===== src/common/link_flags_pkg.sv =====
// Package: offsets, reset values and field positions of the link flag bank
package link_flags_pkg;

  // Sizes
  localparam int unsigned NUM_STATIONS = 16;
  localparam int unsigned WORD_W       = 16;
  localparam int unsigned ADDR_W       = 8;
  localparam int unsigned IRQ_W        = 3;
  localparam int unsigned STN_IDX_W    = 5;

  // Register byte offsets
  localparam logic [7:0] ERR_WORD_OFFSET    = 8'h00;
  localparam logic [7:0] ASSURE_WORD_OFFSET = 8'h04;
  localparam logic [7:0] RUN_WORD_OFFSET    = 8'h08;
  localparam logic [7:0] INT_STATUS_OFFSET  = 8'h0c;
  localparam logic [7:0] INT_MASK_OFFSET    = 8'h10;
  localparam logic [7:0] CTRL_OFFSET        = 8'h14;
  localparam logic [7:0] LOST_WORD_OFFSET   = 8'h18;
  localparam logic [7:0] ERR_COUNT_OFFSET   = 8'h1c;

  // Field positions
  localparam int unsigned ERR_FLAG_BIT     = 0;
  localparam int unsigned IRQ_ERR_BIT      = 0;
  localparam int unsigned IRQ_LOST_BIT     = 1;
  localparam int unsigned IRQ_MODE_BIT     = 2;
  localparam int unsigned CTRL_LINK_EN_BIT = 0;
  localparam int unsigned CTRL_COUNT_LSB   = 8;

  // Values after reset
  localparam logic [15:0]   ERR_WORD_RESET   = 16'h0000;
  localparam logic [15:0]   ASSURE_RESET     = 16'h0000;
  localparam logic [15:0]   RUN_RESET        = 16'h0000;
  localparam logic [15:0]   LOST_RESET       = 16'h0000;
  localparam logic [15:0]   ERR_COUNT_RESET  = 16'h0000;
  localparam logic [2:0]    INT_STATUS_RESET = 3'h0;
  localparam logic [2:0]    INT_MASK_RESET   = 3'h0;
  localparam logic          LINK_EN_RESET    = 1'b1;
  localparam logic [4:0]    STN_COUNT_RESET  = 5'h10;

endpackage


===== src/hdl/link_status_flags.sv =====
// Link status flag bank: error flag, station assurance and run-mode words
module link_status_flags #(
  parameter int unsigned NUM_STATIONS = link_flags_pkg::NUM_STATIONS
) (
  input  wire logic        clock,
  input  wire logic        arst_n,
  // APB slave
  input  wire logic        psel,
  input  wire logic        penable,
  input  wire logic        pwrite,
  input  wire logic [7:0]  paddr,
  input  wire logic [31:0] pwdata,
  input  wire logic [3:0]  pstrb,
  output logic [31:0]      prdata,
  output logic             pready,
  output logic             pslverr,
  output logic             irq,
  // Protocol engine side
  input  wire logic        scan_update,
  input  wire logic        link_in_use,
  input  wire logic        link_tx_error,
  input  wire logic        link_area_invalid,
  input  wire logic [15:0] station_ok,
  input  wire logic [15:0] station_stopped,
  input  wire logic [15:0] station_error,
  input  wire logic [15:0] station_run
);

  typedef struct packed {
    logic [31:0] prdata;
    logic        pslverr;
    logic        irq;
    logic        err_pend;
    logic        err_flag;
    logic [2:0]  int_status;
    logic [2:0]  int_mask;
    logic        link_en;
    logic [4:0]  stn_count;
    logic [15:0] lost_word;
    logic [15:0] err_count;
  } bank_state_t;

  bank_state_t st_q;
  bank_state_t st_d;

  logic [15:0] assure_word;
  logic [15:0] run_word;
  logic [15:0] lost_ev;
  logic [15:0] mode_ev;
  logic [15:0] configured;
  logic        link_active;
  logic        setup_phase;
  logic        wr_access;
  logic        tx_err_seen;
  logic [15:0] err_word;

  // Link mode counts as active only when software has not switched it off
  assign link_active = link_in_use & st_q.link_en;

  // Stations above the configured count never report assurance
  always_comb begin
    configured = '0;
    for (int i = 0; i < 16; i++) begin
      configured[i] = (i < int'(st_q.stn_count));
    end
  end

  // Per-station flag cells; unused positions read zero
  for (genvar g = 0; g < 16; g++) begin : g_station
    if (g < NUM_STATIONS) begin : g_used
      station_flag u_station (
        .clock       (clock),
        .arst_n      (arst_n),
        .scan_update (scan_update),
        .link_active (link_active),
        .configured  (configured[g]),
        .ok          (station_ok[g]),
        .stopped     (station_stopped[g]),
        .error       (station_error[g]),
        .run         (station_run[g]),
        .assured     (assure_word[g]),
        .run_mode    (run_word[g]),
        .lost        (lost_ev[g]),
        .mode_change (mode_ev[g])
      );
    end else begin : g_unused
      assign assure_word[g] = 1'b0;
      assign run_word[g]    = 1'b0;
      assign lost_ev[g]     = 1'b0;
      assign mode_ev[g]     = 1'b0;
    end
  end

  // Only bit 0 of the error word carries state
  assign err_word = {15'h0000, st_q.err_flag};

  // APB phase decode
  assign setup_phase = psel & ~penable;
  assign wr_access   = psel & penable & pwrite;

  // Error seen during the link's active period
  assign tx_err_seen = link_active & link_tx_error;

  // Next state of the whole bank
  always_comb begin
    st_d = st_q;

    // Errors between scans are held until the next scan boundary
    if (scan_update) begin
      st_d.err_pend = 1'b0;
    end
    if (tx_err_seen) begin
      st_d.err_pend = 1'b1;
    end

    // Flag is recomputed per scan from pending errors and area check
    if (scan_update) begin
      st_d.err_flag = link_in_use
                      & (st_q.err_pend | tx_err_seen
                         | link_area_invalid);
    end

    // Saturating count of transmission errors
    if (tx_err_seen && st_q.err_count != 16'hffff) begin
      st_d.err_count = st_q.err_count + 16'h0001;
    end

    // Read data and error are captured in the setup cycle
    if (setup_phase) begin
      st_d.prdata  = 32'h0000_0000;
      st_d.pslverr = 1'b0;
      if (paddr == link_flags_pkg::ERR_WORD_OFFSET) begin
        st_d.prdata = {16'h0000, err_word};
      end else if (paddr == link_flags_pkg::ASSURE_WORD_OFFSET) begin
        st_d.prdata = {16'h0000, assure_word};
      end else if (paddr == link_flags_pkg::RUN_WORD_OFFSET) begin
        st_d.prdata = {16'h0000, run_word};
      end else if (paddr == link_flags_pkg::INT_STATUS_OFFSET) begin
        st_d.prdata = {29'h0000_0000, st_q.int_status};
      end else if (paddr == link_flags_pkg::INT_MASK_OFFSET) begin
        st_d.prdata = {29'h0000_0000, st_q.int_mask};
      end else if (paddr == link_flags_pkg::CTRL_OFFSET) begin
        st_d.prdata = {19'h0_0000, st_q.stn_count,
                       7'h00, st_q.link_en};
      end else if (paddr == link_flags_pkg::LOST_WORD_OFFSET) begin
        st_d.prdata = {16'h0000, st_q.lost_word};
      end else if (paddr == link_flags_pkg::ERR_COUNT_OFFSET) begin
        st_d.prdata = {16'h0000, st_q.err_count};
      end else begin
        // Unmapped or misaligned address
        st_d.pslverr = 1'b1;
      end
    end

    // Writes: status flag words are read-only and drop writes silently
    if (wr_access && !st_q.pslverr) begin
      if (paddr == link_flags_pkg::INT_STATUS_OFFSET) begin
        if (pstrb[0]) begin
          st_d.int_status = st_q.int_status & ~pwdata[2:0];
        end
      end else if (paddr == link_flags_pkg::INT_MASK_OFFSET) begin
        if (pstrb[0]) begin
          st_d.int_mask = pwdata[2:0];
        end
      end else if (paddr == link_flags_pkg::CTRL_OFFSET) begin
        if (pstrb[0]) begin
          st_d.link_en = pwdata[link_flags_pkg::CTRL_LINK_EN_BIT];
        end
        if (pstrb[1]) begin
          st_d.stn_count = pwdata[12:8];
        end
      end else if (paddr == link_flags_pkg::LOST_WORD_OFFSET) begin
        if (pstrb[0]) begin
          st_d.lost_word[7:0] = st_q.lost_word[7:0] & ~pwdata[7:0];
        end
        if (pstrb[1]) begin
          st_d.lost_word[15:8] = st_q.lost_word[15:8] & ~pwdata[15:8];
        end
      end else if (paddr == link_flags_pkg::ERR_COUNT_OFFSET) begin
        if (pstrb[0] || pstrb[1]) begin
          st_d.err_count = link_flags_pkg::ERR_COUNT_RESET;
        end
      end
    end

    // Sticky events are set after any clear so a same-cycle event wins
    st_d.lost_word = st_d.lost_word | lost_ev;
    if (scan_update && !st_q.err_flag && st_d.err_flag) begin
      st_d.int_status[link_flags_pkg::IRQ_ERR_BIT] = 1'b1;
    end
    if (|lost_ev) begin
      st_d.int_status[link_flags_pkg::IRQ_LOST_BIT] = 1'b1;
    end
    if (|mode_ev) begin
      st_d.int_status[link_flags_pkg::IRQ_MODE_BIT] = 1'b1;
    end

    // Level interrupt is registered in the same cycle as the gated status
    st_d.irq = |(st_d.int_status & st_d.int_mask);
  end

  // Single register stage for the bank
  always_ff @(posedge clock or negedge arst_n) begin
    if (!arst_n) begin
      st_q.prdata     <= 32'h0000_0000;
      st_q.pslverr    <= 1'b0;
      st_q.irq        <= 1'b0;
      st_q.err_pend   <= 1'b0;
      st_q.err_flag   <= link_flags_pkg::ERR_WORD_RESET[0];
      st_q.int_status <= link_flags_pkg::INT_STATUS_RESET;
      st_q.int_mask   <= link_flags_pkg::INT_MASK_RESET;
      st_q.link_en    <= link_flags_pkg::LINK_EN_RESET;
      st_q.stn_count  <= link_flags_pkg::STN_COUNT_RESET;
      st_q.lost_word  <= link_flags_pkg::LOST_RESET;
      st_q.err_count  <= link_flags_pkg::ERR_COUNT_RESET;
    end else begin
      st_q <= st_d;
    end
  end

  // Zero-wait slave: data were prepared during the setup cycle
  assign pready  = 1'b1;
  assign prdata  = st_q.prdata;
  assign pslverr = st_q.pslverr & psel & penable;
  assign irq     = st_q.irq;

endmodule


===== src/hdl/station_flag.sv =====
// One station's assurance and run-mode flags, refreshed once per scan
module station_flag (
  input  wire logic clock,
  input  wire logic arst_n,
  input  wire logic scan_update,
  input  wire logic link_active,
  input  wire logic configured,
  input  wire logic ok,
  input  wire logic stopped,
  input  wire logic error,
  input  wire logic run,
  output logic      assured,
  output logic      run_mode,
  output logic      lost,
  output logic      mode_change
);

  typedef struct packed {
    logic assured;
    logic run_mode;
  } station_state_t;

  station_state_t st_q;
  station_state_t st_d;

  // Flags only move at a scan boundary so software sees a stable word
  always_comb begin
    st_d = st_q;
    if (scan_update) begin
      st_d.assured  = link_active & configured & ok
                      & ~stopped & ~error;
      st_d.run_mode = run;
    end
  end

  always_ff @(posedge clock or negedge arst_n) begin
    if (!arst_n) begin
      st_q <= '0;
    end else begin
      st_q <= st_d;
    end
  end

  // Registered flags; edge events lost and mode_change are valid in the update cycle only
  assign assured     = st_q.assured;
  assign run_mode    = st_q.run_mode;
  assign lost        = st_q.assured & ~st_d.assured;
  assign mode_change = st_q.run_mode ^ st_d.run_mode;

endmodule


===== config.mk =====
export PLATFORM = sky130hd
export DESIGN_NAME = link_status_flags
export DESIGN_NICKNAME = d
export VERILOG_FILES = /design/src/common/link_flags_pkg.sv /design/src/hdl/link_status_flags.sv /design/src/hdl/station_flag.sv
export SDC_FILE = /design/constraint.sdc
export NUM_CORES = 1
export LEC_CHECK = 0
export BUFFER_PORTS_ARGS = -buffer_cell sky130_fd_sc_hd__buf_2
export CORE_MARGIN = 10
export CORE_UTILIZATION = 56
export DETAILED_ROUTE_END_ITERATION = 7
export GPL_ROUTABILITY_DRIVEN = 0
export GPL_TIMING_DRIVEN = 1
export PLACE_DENSITY = 0.94
export SLEW_MARGIN = 40
export SYNTH_ARGS = -nofsm -noshare
export SYNTH_HDL_FRONTEND = slang
export SYNTH_SLANG_ARGS = --single-unit

===== constraint.sdc =====
create_clock -name clock -period 5.4 [get_ports clock]
set_clock_uncertainty 0.15 [all_clocks]
set_input_delay 1.08 -clock clock [delete_from_list [all_inputs] [get_ports clock]]
set_output_delay 1.08 -clock clock [all_outputs]
set_load 0.1 [all_outputs]

==> reports/qor.yml, run 1 <==
setup_path:
  worst_path_most_repeated_cell: "nand2_1"
  crit_type: "in2reg"
  cp_cell_sequence: "buf_2 > nor3_1 > nand2_1 > nor3_2 > buf_4 > inv_1 > nor2_1 > nand2_1 > a32o_1"
  cpPeakStageDelay_ns: 0.65
  worst_setup_path_end_kind: "flip-flop"
  worstSetupStartpointType: "input pin"
  crit_path_top_delay_cell: "nor2_1"
  critPathMaxFanout: 17
  required_ns: 5.52
  crit_arrival_ns: 3.37
detailed_routing:
  routed_via_density: 6.52
  wire_per_inst_um: 21.8
  drtIter0Drc: 526
  dr_wl_met2_um: 7480
  route.met3.wl_um: 1860
  ant_nets: 0
  top_layer_used: "met4"
  drt_first_pass_iters: 6
  drc: 0
  vias: 4750
  wl_um: 15900
  wl_met1_um: 5940
timing:
  finalSetupViolCount: 0
  slew_headroom: 0.439
  fmax_ghz: 0.307
  post-route-period-util: 0.602
  rsz0062_at_grt: "no"
  drv_slew: 0
  hold_viol: 0
  setup_tns_ns: 0
  post-route-min-period_ns: 3.25
  tightest_slew_ns: 0.838
synth:
  synth_warnings: 0
  synth-adder-area-share: 0.00240
  synth_area_leaders: "dfrtp_1 (45%), mux2_2 (5.0%), buf_4 (4.9%)"
  synth-xor-area-share: 0.0487
  netlist.top_cell.by_area: "dfrtp_1"
  synth_top_family_by_area: "compound AO/OA/AOI/OAI gates"
  synth_edf_count: 0
  synth_ff_type: "dfrtp_1"
  synth_compound_area_frac: 0.197
  async_flop_share: 1.00
  synth_top_area_frac: 0.451
  syn_avg_cell_area_um2: 10.0
  syn_inst: 522
  synth-seq-area-share: 0.461
  synth_mux_area_frac: 0.0535
  synth-seq-cells: 96
  synthSimpleGateAreaFrac: 0.153
  ys_types: 67
  netlist_area_um2: 5220
grt:
  grt_pass1_wl_um: 25000
  track_usage: 0.235
  antenna_found_initial: 0
  overflow: 0
  grt_pass1_vias: 4965
  grt_max_degree: 55
worst_hold_path:
  hold_class: "reg2reg"
final_layout:
  final_common_cell: "buf_2"
  fillers: 645
  multi_input_area_um2: 2460
  regArea_um2: 2400
  post-route-util: 0.646
  diodes: 0
  nets: 731
  area_growth_pct: 13.3
  final_cell_mix: "buf_2 (115), dfrtp_1 (94), nand2_1 (48)"
  drive_above_1_share: 0.291
clock_tree:
  cts_root_buf: "clkbuf_8"
  cts.sinks: 96
  cts_setup_buffers: 0
  holdBufCountCts: 0
  htreeDepth: 3
  clk_latency_ns: 0.38
  clkTransAtPathRegs_ns: 0.11
  cts_tree: "done"
  clockBufferDepth: 2
  cts_resized: 0
  cts_buffers: 9
placed_design:
  dp_hpwl_um: 11900
  portBuffers: 116
power:
  pwr-share-clk: 0.342
  power.leakage_nw: 2.87
  p_switching_mw: 0.450
  swShare: 0.303
  p_per_area_nw_per_um2: 251
  p_seq_frac: 0.521
  combPwrFrac: 0.137
  irDropWorstVdd_v: 0.000154
  p_int_mw: 1.03
die:
  core_um2: 9150
  initial_core_util: 0.570
  die_area_um2: 13600
  pin_count: 152
  fp-row-count: 35
  die_w_um: 117
  dieHeight_um: 117
flow_run:
  drv_cap: 0
status:
  status: "finished clean"
[synth_stat cells, types with 4 or more instances]
library cell	n
o2111ai_1	5
xor2_1	22
nand4_1	10
buf_2	4
dfrtp_1	94
nand2_1	48
xnor2_1	7
nor3_1	9
a211oi_1	7
inv_1	23
o21ai_0	19
nand3_1	13
a222oi_1	14
a21oi_1	26
clkbuf_1	15
nor2_1	38
buf_4	34
mux2_2	23
and3_1	8
a32o_1	12
a21o_1	18
[registers in the layout, summed over array words and instances (netlist names)]
signal	cells
err_word	1
g_station.g_used.u_station.assured	16
irq	1
st_q	46
g_station.g_used.u_station.run_mode	16
prdata	16
[metrics by stage]
step	std cells	hold WS (ns)	total power, mW	setup WS, ns	cell area, um2
floorplan	537	0.300	0.916	2.31	5270
global placement	713	0.307	0.978	1.76	5680
detailed placement	713	0.311	0.986	1.93	5690
CTS	729	0.333	1.48	2.23	5910
global route	729	0.359	1.53	2.09	5910
finish	729	0.327	1.48	2.15	5910
[layout make-up]
cell class,count,area share
clock buffers,9,0.0210
clock inverters,7,0.0148
inverters,23,0.0146
multi-input cells,363,0.416
flip-flops and latches,96,0.407
well taps,111,0.0235
repair buffers,120,0.104
[cell families after synthesis]
family,Yosys count
XOR/XNOR,29
other,2
AND/OR/NAND/NOR,156
multiplexers,25
buffers and inverters,78
AO/OA/AOI/OAI,135
adder cells (fa/ha/maj),1
flip-flops,96
[critical path, delay by kind of cell]
| kind | cells | cell delay, ns |
|---|---|---|
| AND/OR/NAND/NOR | 5 | 1.58 |
| AO/OA/AOI/OAI | 1 | 0.24 |
| buffers and inverters | 3 | 0.47 |
[power by group through the flow]
stage,clock network (mW),logic [mW],registers [mW]
after floorplan,0,0.141,0.775
after global placement,0,0.194,0.784
after detailed placement,0,0.200,0.786
after CTS,0.503,0.202,0.771
after global routing,0.536,0.217,0.775
final,0.507,0.204,0.773
[final timing paths]
kind                        endpoint      start  slack (ns)  depth (start not counted)
min in group asynchronous  prdata[5]     arst_n        0.54                          1
hold / removal             prdata[7]  prdata[7]        0.33                          1
hold reg to reg            prdata[7]  prdata[7]        0.33                          1
setup / recovery            st_q[18]   paddr[7]        2.15                          9
setup reg to reg                 irq   st_q[37]        2.59                          7
max in group asynchronous  prdata[1]     arst_n        3.47                          2
[layer usage]
| layer | up-vias | global-route usage |
|---|---|---|
| met2 | 385 | 0.376 |
| li1 | 2050 | - |
| met1 | 2252 | 0.285 |
| met5 | - | 0 |
| met4 | 0 | 0.111 |
| met3 | 63 | 0.0668 |
Power figures use the tool's default switching activity.
==> run 2, diff against run 1 <==
- ABC_AREA: not set -> 1
- CORE_UTILIZATION: 56 -> 54
- PLACE_DENSITY: 0.94 -> 0.9
- clock period: 5.4 -> 3 ns (I/O delays scaled with it)
==> run 2 against run 1 <==
  * Clock power grew 82%
  * Critical path depth is the same
  * Sequential cell count is the same
  * Core utilization shrank 1.9 points
  * Count of clock-buffer cells in the layout is the same
  * Register-to-register slack lost 1.8 ns
  * Total power grew 81%
  * Critical endpoint is now irq
  * Largest cell class unchanged
  * Largest power group unchanged
==> reports/qor.yml, run 2 <==
final_layout:
  fillers: 926  # was 645
  diodes: 0  # unchanged
  multi_input_area_um2: 2700  # was 2460 um2
  regArea_um2: 2400  # unchanged
  largest_reg_flops: 46  # unchanged
  regMostFlops: "st_q"  # unchanged
  nets: 1003  # was 731
  area_growth_pct: 12.6  # was 13.3%
  post-route-util: 0.627  # was 0.646
  final_common_cell: "nand2_1"  # was buf_2
  stdcell_area_um2: 6530  # was 5910 um2
  final_cell_mix: "nand2_1 (223), buf_2 (115), dfrtp_1 (94)"  # was buf_2 (115), dfrtp_1 (94), nand2_1 (48)
  drive_above_1_share: 0.217  # was 0.291
clock_tree:
  cts.sinks: 96  # unchanged
  cts_tree: "done"  # unchanged
  htreeDepth: 3  # unchanged
  clk_latency_ns: 0.38  # about the same
  cts_buffers: 9  # unchanged
  cts_root_buf: "clkbuf_8"  # unchanged
  clkTransAtPathRegs_ns: 0.11  # about the same
  cts_resized: 0  # unchanged
  clockBufferDepth: 2  # unchanged
power:
  power.leakage_nw: 3.51  # was 2.87 nW
  p_total_mw: 2.69  # was 1.48 mW
  p_per_area_nw_per_um2: 412  # was 251 nW/um2
  irDropWorstVdd_v: 0.000202  # was 0.000154 V
setup_path:
  cp_cell_sequence: "buf_2 > inv_1 > o21ai_0 > o21ai_0 > nand4_1 > nor2_1 > nand3_1 > a21oi_1 > nand2_1"  # was buf_2 > nor3_1 > nand2_1 > nor3_2 > buf_4 > inv_1 > nor2_1 > nand2_1 > a32o_1
  crit_type: "in2reg"  # unchanged
  cpPeakStageDelay_ns: 0.48  # was 0.65 ns
  crit_path_top_delay_cell: "inv_1"  # was nor2_1
  crit_arrival_ns: 2.30  # was 3.37 ns
  critPathMaxFanout: 21  # was 17
  required_ns: 3.09  # was 5.52 ns
  worst_path_most_repeated_cell: "o21ai_0"  # was nand2_1
  worst_setup_path_end_kind: "flip-flop"  # unchanged
  r2r_cells: 9  # was 7
  worstSetupStartpointType: "input pin"  # unchanged
synth:
  synth_most_common_cell: "nand2_1"  # was dfrtp_1
  synth-seq-cells: 96  # unchanged
  syn_inst: 785  # was 522
  synth_ff_type: "dfrtp_1"  # unchanged
  synth_edf_count: 0  # unchanged
  netlist_area_um2: 5800  # was 5220 um2
  synth-seq-area-share: 0.415  # was 0.461
  async_flop_share: 1.00  # unchanged
  synth_area_leaders: "dfrtp_1 (41%), nand2_1 (14%), nand3_1 (5.8%)"  # was dfrtp_1 (45%), mux2_2 (5.0%), buf_4 (4.9%)
  ys_types: 47  # was 67
  synth_common_cells: "nand2_1 (223), dfrtp_1 (94), inv_1 (83), nand3_1 (67)"  # was dfrtp_1 (94), nand2_1 (48), nor2_1 (38), buf_4 (34), a21oi_1 (26)
  synth_top_area_frac: 0.406  # was 0.451
  netlist.top_cell.by_area: "dfrtp_1"  # unchanged
  synth_warnings: 0  # unchanged
  syn_avg_cell_area_um2: 7.39  # was 10.0 um2
die:
  dieHeight_um: 124  # was 117 um
  pin_count: 152  # unchanged
  die_area_um2: 15300  # was 13,600 um2
  fp-row-count: 37  # was 35
  die_w_um: 124  # was 117 um
  initial_core_util: 0.557  # was 0.570
  core_um2: 10400  # was 9150 um2
timing:
  hold_viol: 0  # unchanged
  fmax_ghz: 0.454
  setup_tns_ns: 0  # unchanged
  post-route-period-util: 0.734
  post-route-min-period_ns: 2.20
  tightest_slew_ns: 0.775  # was 0.838 ns
  drv_slew: 0  # unchanged
  slew_headroom: 0.483  # was 0.439
  final.setup.worst_slack_ns: 0.797  # was 2.15 ns
  finalSetupViolCount: 0  # unchanged
  rsz0062_at_grt: "no"  # unchanged
status:
  status: "finished clean"  # unchanged
placed_design:
  portBuffers: 116  # unchanged
  dp_hpwl_um: 13400  # was 11,900 um
  dp_slack_ns: 0.495  # was 1.93 ns
  dpl_cell_area_um2: 6310  # was 5690 um2
flow_run:
  drv_cap: 0  # unchanged
grt:
  grt_pass1_wl_um: 27200  # was 25,000 um
  overflow: 0  # unchanged
  grt_max_degree: 50  # was 55
  antenna_found_initial: 0  # unchanged
  grt_pass1_vias: 5626  # was 4,965
  track_usage: 0.224  # was 0.235
detailed_routing:
  drt_first_pass_iters: 5  # was 6
  routed_via_density: 5.64  # was 6.52
  drc: 0  # unchanged
  ant_nets: 0  # unchanged
  vias: 5791  # was 4,750
  wire_per_inst_um: 16.7  # was 21.8 um
  drtIter0Drc: 554  # was 526
  wl_um: 17100  # was 15,900 um
worst_hold_path:
  hold_path_depth: 3  # was 1
  hold_class: "in2reg"  # was reg2reg
==> run 2: logic make-up after synthesis <==
group,share of synthesized area
simple gates,0.326
buf+inv,0.130
compound gates,0.122
flops,0.415
xor+xnor,0.00453
other cells,0.00129
fa+ha+maj,0.00216
==> run 2: power breakdown <==
part / total [mW] / internal (mW) / switching (mW) / leakage, nW
clock: 0.921 / 0.403 / 0.518 / 0.100
sequential: 1.36 / 1.33 / 0.0285 / 1.19
combinational: 0.411 / 0.109 / 0.302 / 2.22
==> run 2: repair_timing <==
item / 4_1_cts / 5_1_grt
buffers inserted: 0 / 0
hold endpoints to repair: 11 / 0
hold buffers: 1 / 0
==> run 2: stage by stage <==
| stage | std cells | hold slack, ns |
|---|---|---|
| after detailed placement | 1009 | 0.309 |
| after CTS | 1026 | 0.305 |
| after floorplan | 800 | 0.154 |
| after global placement | 1009 | 0.306 |
| after global routing | 1026 | 0.309 |
| final | 1026 | 0.301 |
==> run 2: path summary, 6_finish.rpt <==
check / startpoint / end / slack (ns)
hold reg to reg: prdata[12] / prdata[12] / 0.34
setup reg to reg: st_q[37] / irq / 0.83
max in group asynchronous: arst_n / st_q[36] / 1.52
hold / removal: station_run[7] / g_station[7].g_used.u_station.run_mode / 0.30
setup / recovery: scan_update / irq / 0.80
min in group asynchronous: arst_n / st_q[7] / 0.45
==> run 2: metal layers <==
| metal | track usage | wire length [um] |
|---|---|---|
| met1 | 0.289 | 6850 |
| met2 | 0.358 | 7920 |
| met3 | 0.0552 | 1980 |
| met4 | 0.0808 | 369 |
| met5 | 0 | 0 |
==> run 2: area by class of cell <==
class / count / share of cell area
Sequential cell: 96 / 0.368
Multi-Input combinational cell: 554 / 0.413
Clock inverter: 7 / 0.0130
Inverter: 97 / 0.0561
Clock buffer: 9 / 0.0190
Tap cell: 136 / 0.0261
Timing Repair Buffer: 127 / 0.104
==> run 2: worst max-delay path, delay by kind of cell <==
kind | cells | cell delay [ns]
AO/OA/AOI/OAI | 3 | 0.50
AND/OR/NAND/NOR | 4 | 0.50
buffers and inverters | 2 | 0.70
==> run 3, diff against run 2 <==
- clock period: 3 -> 2.1 ns (I/O delays scaled with it)
==> run 3 against run 2 <==
  * Count of clock-buffer cells in the layout is 2 higher
  * Sequential power rose by 43%
  * Global-route usage rose by 0.93 points
  * Combinational power is 49% higher
  * Critical path depth is 4 higher
==> reports/qor.yml, run 3 (same netlist as run 2, synthesis figures left out) <==
grt:
  track_usage: 0.233  # was 0.224
  overflow: 0  # unchanged
  grt_pass1_wl_um: 27800  # was 27,200 um
  grt_pass1_vias: 5767  # was 5,626
  grt_max_degree: 41  # was 50
  antenna_found_initial: 0  # unchanged
worst_hold_path:
  hold_path_depth: 3  # unchanged
  hold_class: "in2reg"  # unchanged
  hold_start: "station_run[13]"  # was station_run[7]
  min_to: "g_station[13].g_used.u_station.run_mode"  # was g_station[7].g_used.u_station.run_mode
setup_path:
  cp_cell_sequence: "ha_1 > nand2_1 > inv_1 > nand2_1 > nor2_1 > nand3_1 > nand2_4 > nor2_4 > nand2_2 > nor2_2 > nand2_1 > nand2_1 > nor2_1"  # was buf_2 > inv_1 > o21ai_0 > o21ai_0 > nand4_1 > nor2_1 > nand3_1 > a21oi_1 > nand2_1
  worst_setup_path_end_kind: "flip-flop"  # unchanged
  crit_buf_inv: 1  # was 2
  worstSetupStartpointType: "flip-flop"  # was input pin
  cp-startpoint: "st_q[0]"  # was scan_update
  reg2reg_from: "st_q[0]"  # was st_q[37]
  crit_type: "reg2reg"  # was in2reg
  crit_arrival_ns: 2.14  # was 2.30 ns
  critPathMaxFanout: 8  # was 21
  worst-r2r-setup-slack_ns: 0.1  # was 0.83 ns
  path_delay_family: "simple AND/OR/NAND/NOR gates"  # was buffers and inverters
  required_ns: 2.23  # was 3.09 ns
  worstReg2RegEnd: "st_q[15]"  # was irq
  worst_path_most_repeated_cell: "nand2_1"  # was o21ai_0
  r2r_cells: 13  # was 9
  cpPeakStageDelay_ns: 0.43  # was 0.48 ns
  crit_path_top_delay_cell: "dfrtp_1"  # was inv_1
detailed_routing:
  vias: 5864  # was 5,791
  routed_via_density: 5.55  # was 5.64
  wire_per_inst_um: 16.8  # was 16.7 um
  wl_um: 17700  # was 17,100 um
  ant_nets: 0  # unchanged
  drt_first_pass_iters: 5  # unchanged
  drc: 0  # unchanged
  drtIter0Drc: 651  # was 554
placed_design:
  dpl_cell_area_um2: 6560  # was 6310 um2
  portBuffers: 116  # unchanged
  dp_hpwl_um: 13700  # was 13,400 um
clock_tree:
  cts_buffers: 9  # unchanged
  cts.sinks: 96  # unchanged
  clk_latency_ns: 0.39  # was 0.38 ns
  cts_root_buf: "clkbuf_8"  # unchanged
  clkTransAtPathRegs_ns: 0.10  # was 0.11 ns
  clockBufferDepth: 2  # unchanged
  cts_tree: "done"  # unchanged
  htreeDepth: 3  # unchanged
final_layout:
  area_growth_pct: 18.6  # was 12.6%
  nets: 1034  # was 1,003
  drive_above_1_share: 0.246  # was 0.217
  largest_reg_flops: 46  # unchanged
  diodes: 0  # unchanged
  regArea_um2: 2400  # unchanged
  final_cell_mix: "nand2_1 (222), buf_2 (115), dfrtp_1 (94)"  # was nand2_1 (223), buf_2 (115), dfrtp_1 (94)
  fillers: 849  # was 926
  regMostFlops: "st_q"  # unchanged
  final_common_cell: "nand2_1"  # unchanged
  stdcell_area_um2: 6880  # was 6530 um2
  multi_input_area_um2: 2720  # was 2700 um2
die:
  die_w_um: 124  # unchanged
  fp-row-count: 37  # unchanged
  initial_core_util: 0.557  # unchanged
  die_area_um2: 15300  # unchanged
  core_um2: 10400  # unchanged
  pin_count: 152  # unchanged
  dieHeight_um: 124  # unchanged
status:
  status: "finished clean"  # unchanged
power:
  p_total_mw: 4.18  # was 2.69 mW
  power.leakage_nw: 3.71  # was 3.51 nW
  irDropWorstVdd_v: 0.000421  # was 0.000202 V
  p_int_mw: 3.02  # was 1.84 mW
  swShare: 0.278  # was 0.315
  p_seq_frac: 0.465  # was 0.505
  p_per_area_nw_per_um2: 607  # was 412 nW/um2
  combPwrFrac: 0.147  # was 0.153
  pwr-share-clk: 0.389  # was 0.342
  p_switching_mw: 1.16  # was 0.848 mW
timing:
  hold_viol: 0  # unchanged
  finalSetupViolCount: 0  # unchanged
  post-route-min-period_ns: 2.00
  drv_slew: 0  # unchanged
  hold_slack_ns: 0.115  # was 0.301 ns
  post-route-period-util: 0.954
  fmax_ghz: 0.499
flow_run:
  drv_cap: 0  # unchanged
## run 3: cell count changes in the layout (fill, tap and decap cells not counted), sizes merged
cell and delta:
buf +31, bufinv +3, clkbuf +2, clkinvlp -1
inv -4
## run 3: routing by layer
metal / share of wire / routed length (um) / vias up / track usage
met5: 0 / 0 / - / 0
met2: 0.45 / 8020 / 401 / 0.363
met1: 0.38 / 6670 / 2650 / 0.281
met4: 0.045 / 800 / 0 / 0.136
li1: - / - / 2753 / -
met3: 0.13 / 2230 / 60 / 0.0701
## run 3: worst max-delay path by stage
stage,slack [ns],endpoint,depth (start not counted)
after detailed placement,-0.07,irq,11
after CTS,0.06,irq,9
after global placement,-0.03,irq,11
after global routing,-0.04,st_q[15],13
after floorplan,0.28,pslverr,2
final,0.1,st_q[15],13
## run 3: repair_timing
action                                  4_1_cts  5_1_grt
buffers inserted                              0        3
gates resized for setup                       0        6
endpoints found under the setup margin        0        6
hold endpoints to repair                     27        0
hold buffers                                  1        0
## run 3: final cells by class
class                   instances  area share
clock buffers                  11      0.0205
multi-input cells             554       0.395
flip-flops and latches         96       0.350
repair buffers                158       0.138
inverters                      97      0.0533
well taps                     136      0.0247
clock inverters                 5      0.0185
## run 3: tightest hold or removal path: stages
cell and delay, ns:
buf_2 0.08, nand2_1 0.06, nand2_1 0.06
## run 3: per-stage QoR
step	setup TNS, ns	utilization	instances	setup slack, ns
2_1_floorplan	0	-	800	0.282
3_3_place_gp	-0.0315	0.630	1037	-0.0315
3_5_place_dp	-0.0731	0.630	1037	-0.0688
4_1_cts	0	0.657	1054	0.0639
5_1_grt	-0.0495	0.661	1057	-0.0382
6_report	0	0.661	1057	0.0975
## run 3: power groups by stage
| stage | registers [mW] | clock network (mW) | logic [mW] |
|---|---|---|---|
| final | 1.94 | 1.62 | 0.613 |
| after global routing | 1.95 | 1.68 | 0.668 |
| after CTS | 1.94 | 1.62 | 0.607 |
| after detailed placement | 1.98 | 0 | 0.603 |
| after global placement | 1.97 | 0 | 0.589 |
| after floorplan | 1.97 | 0 | 0.415 |
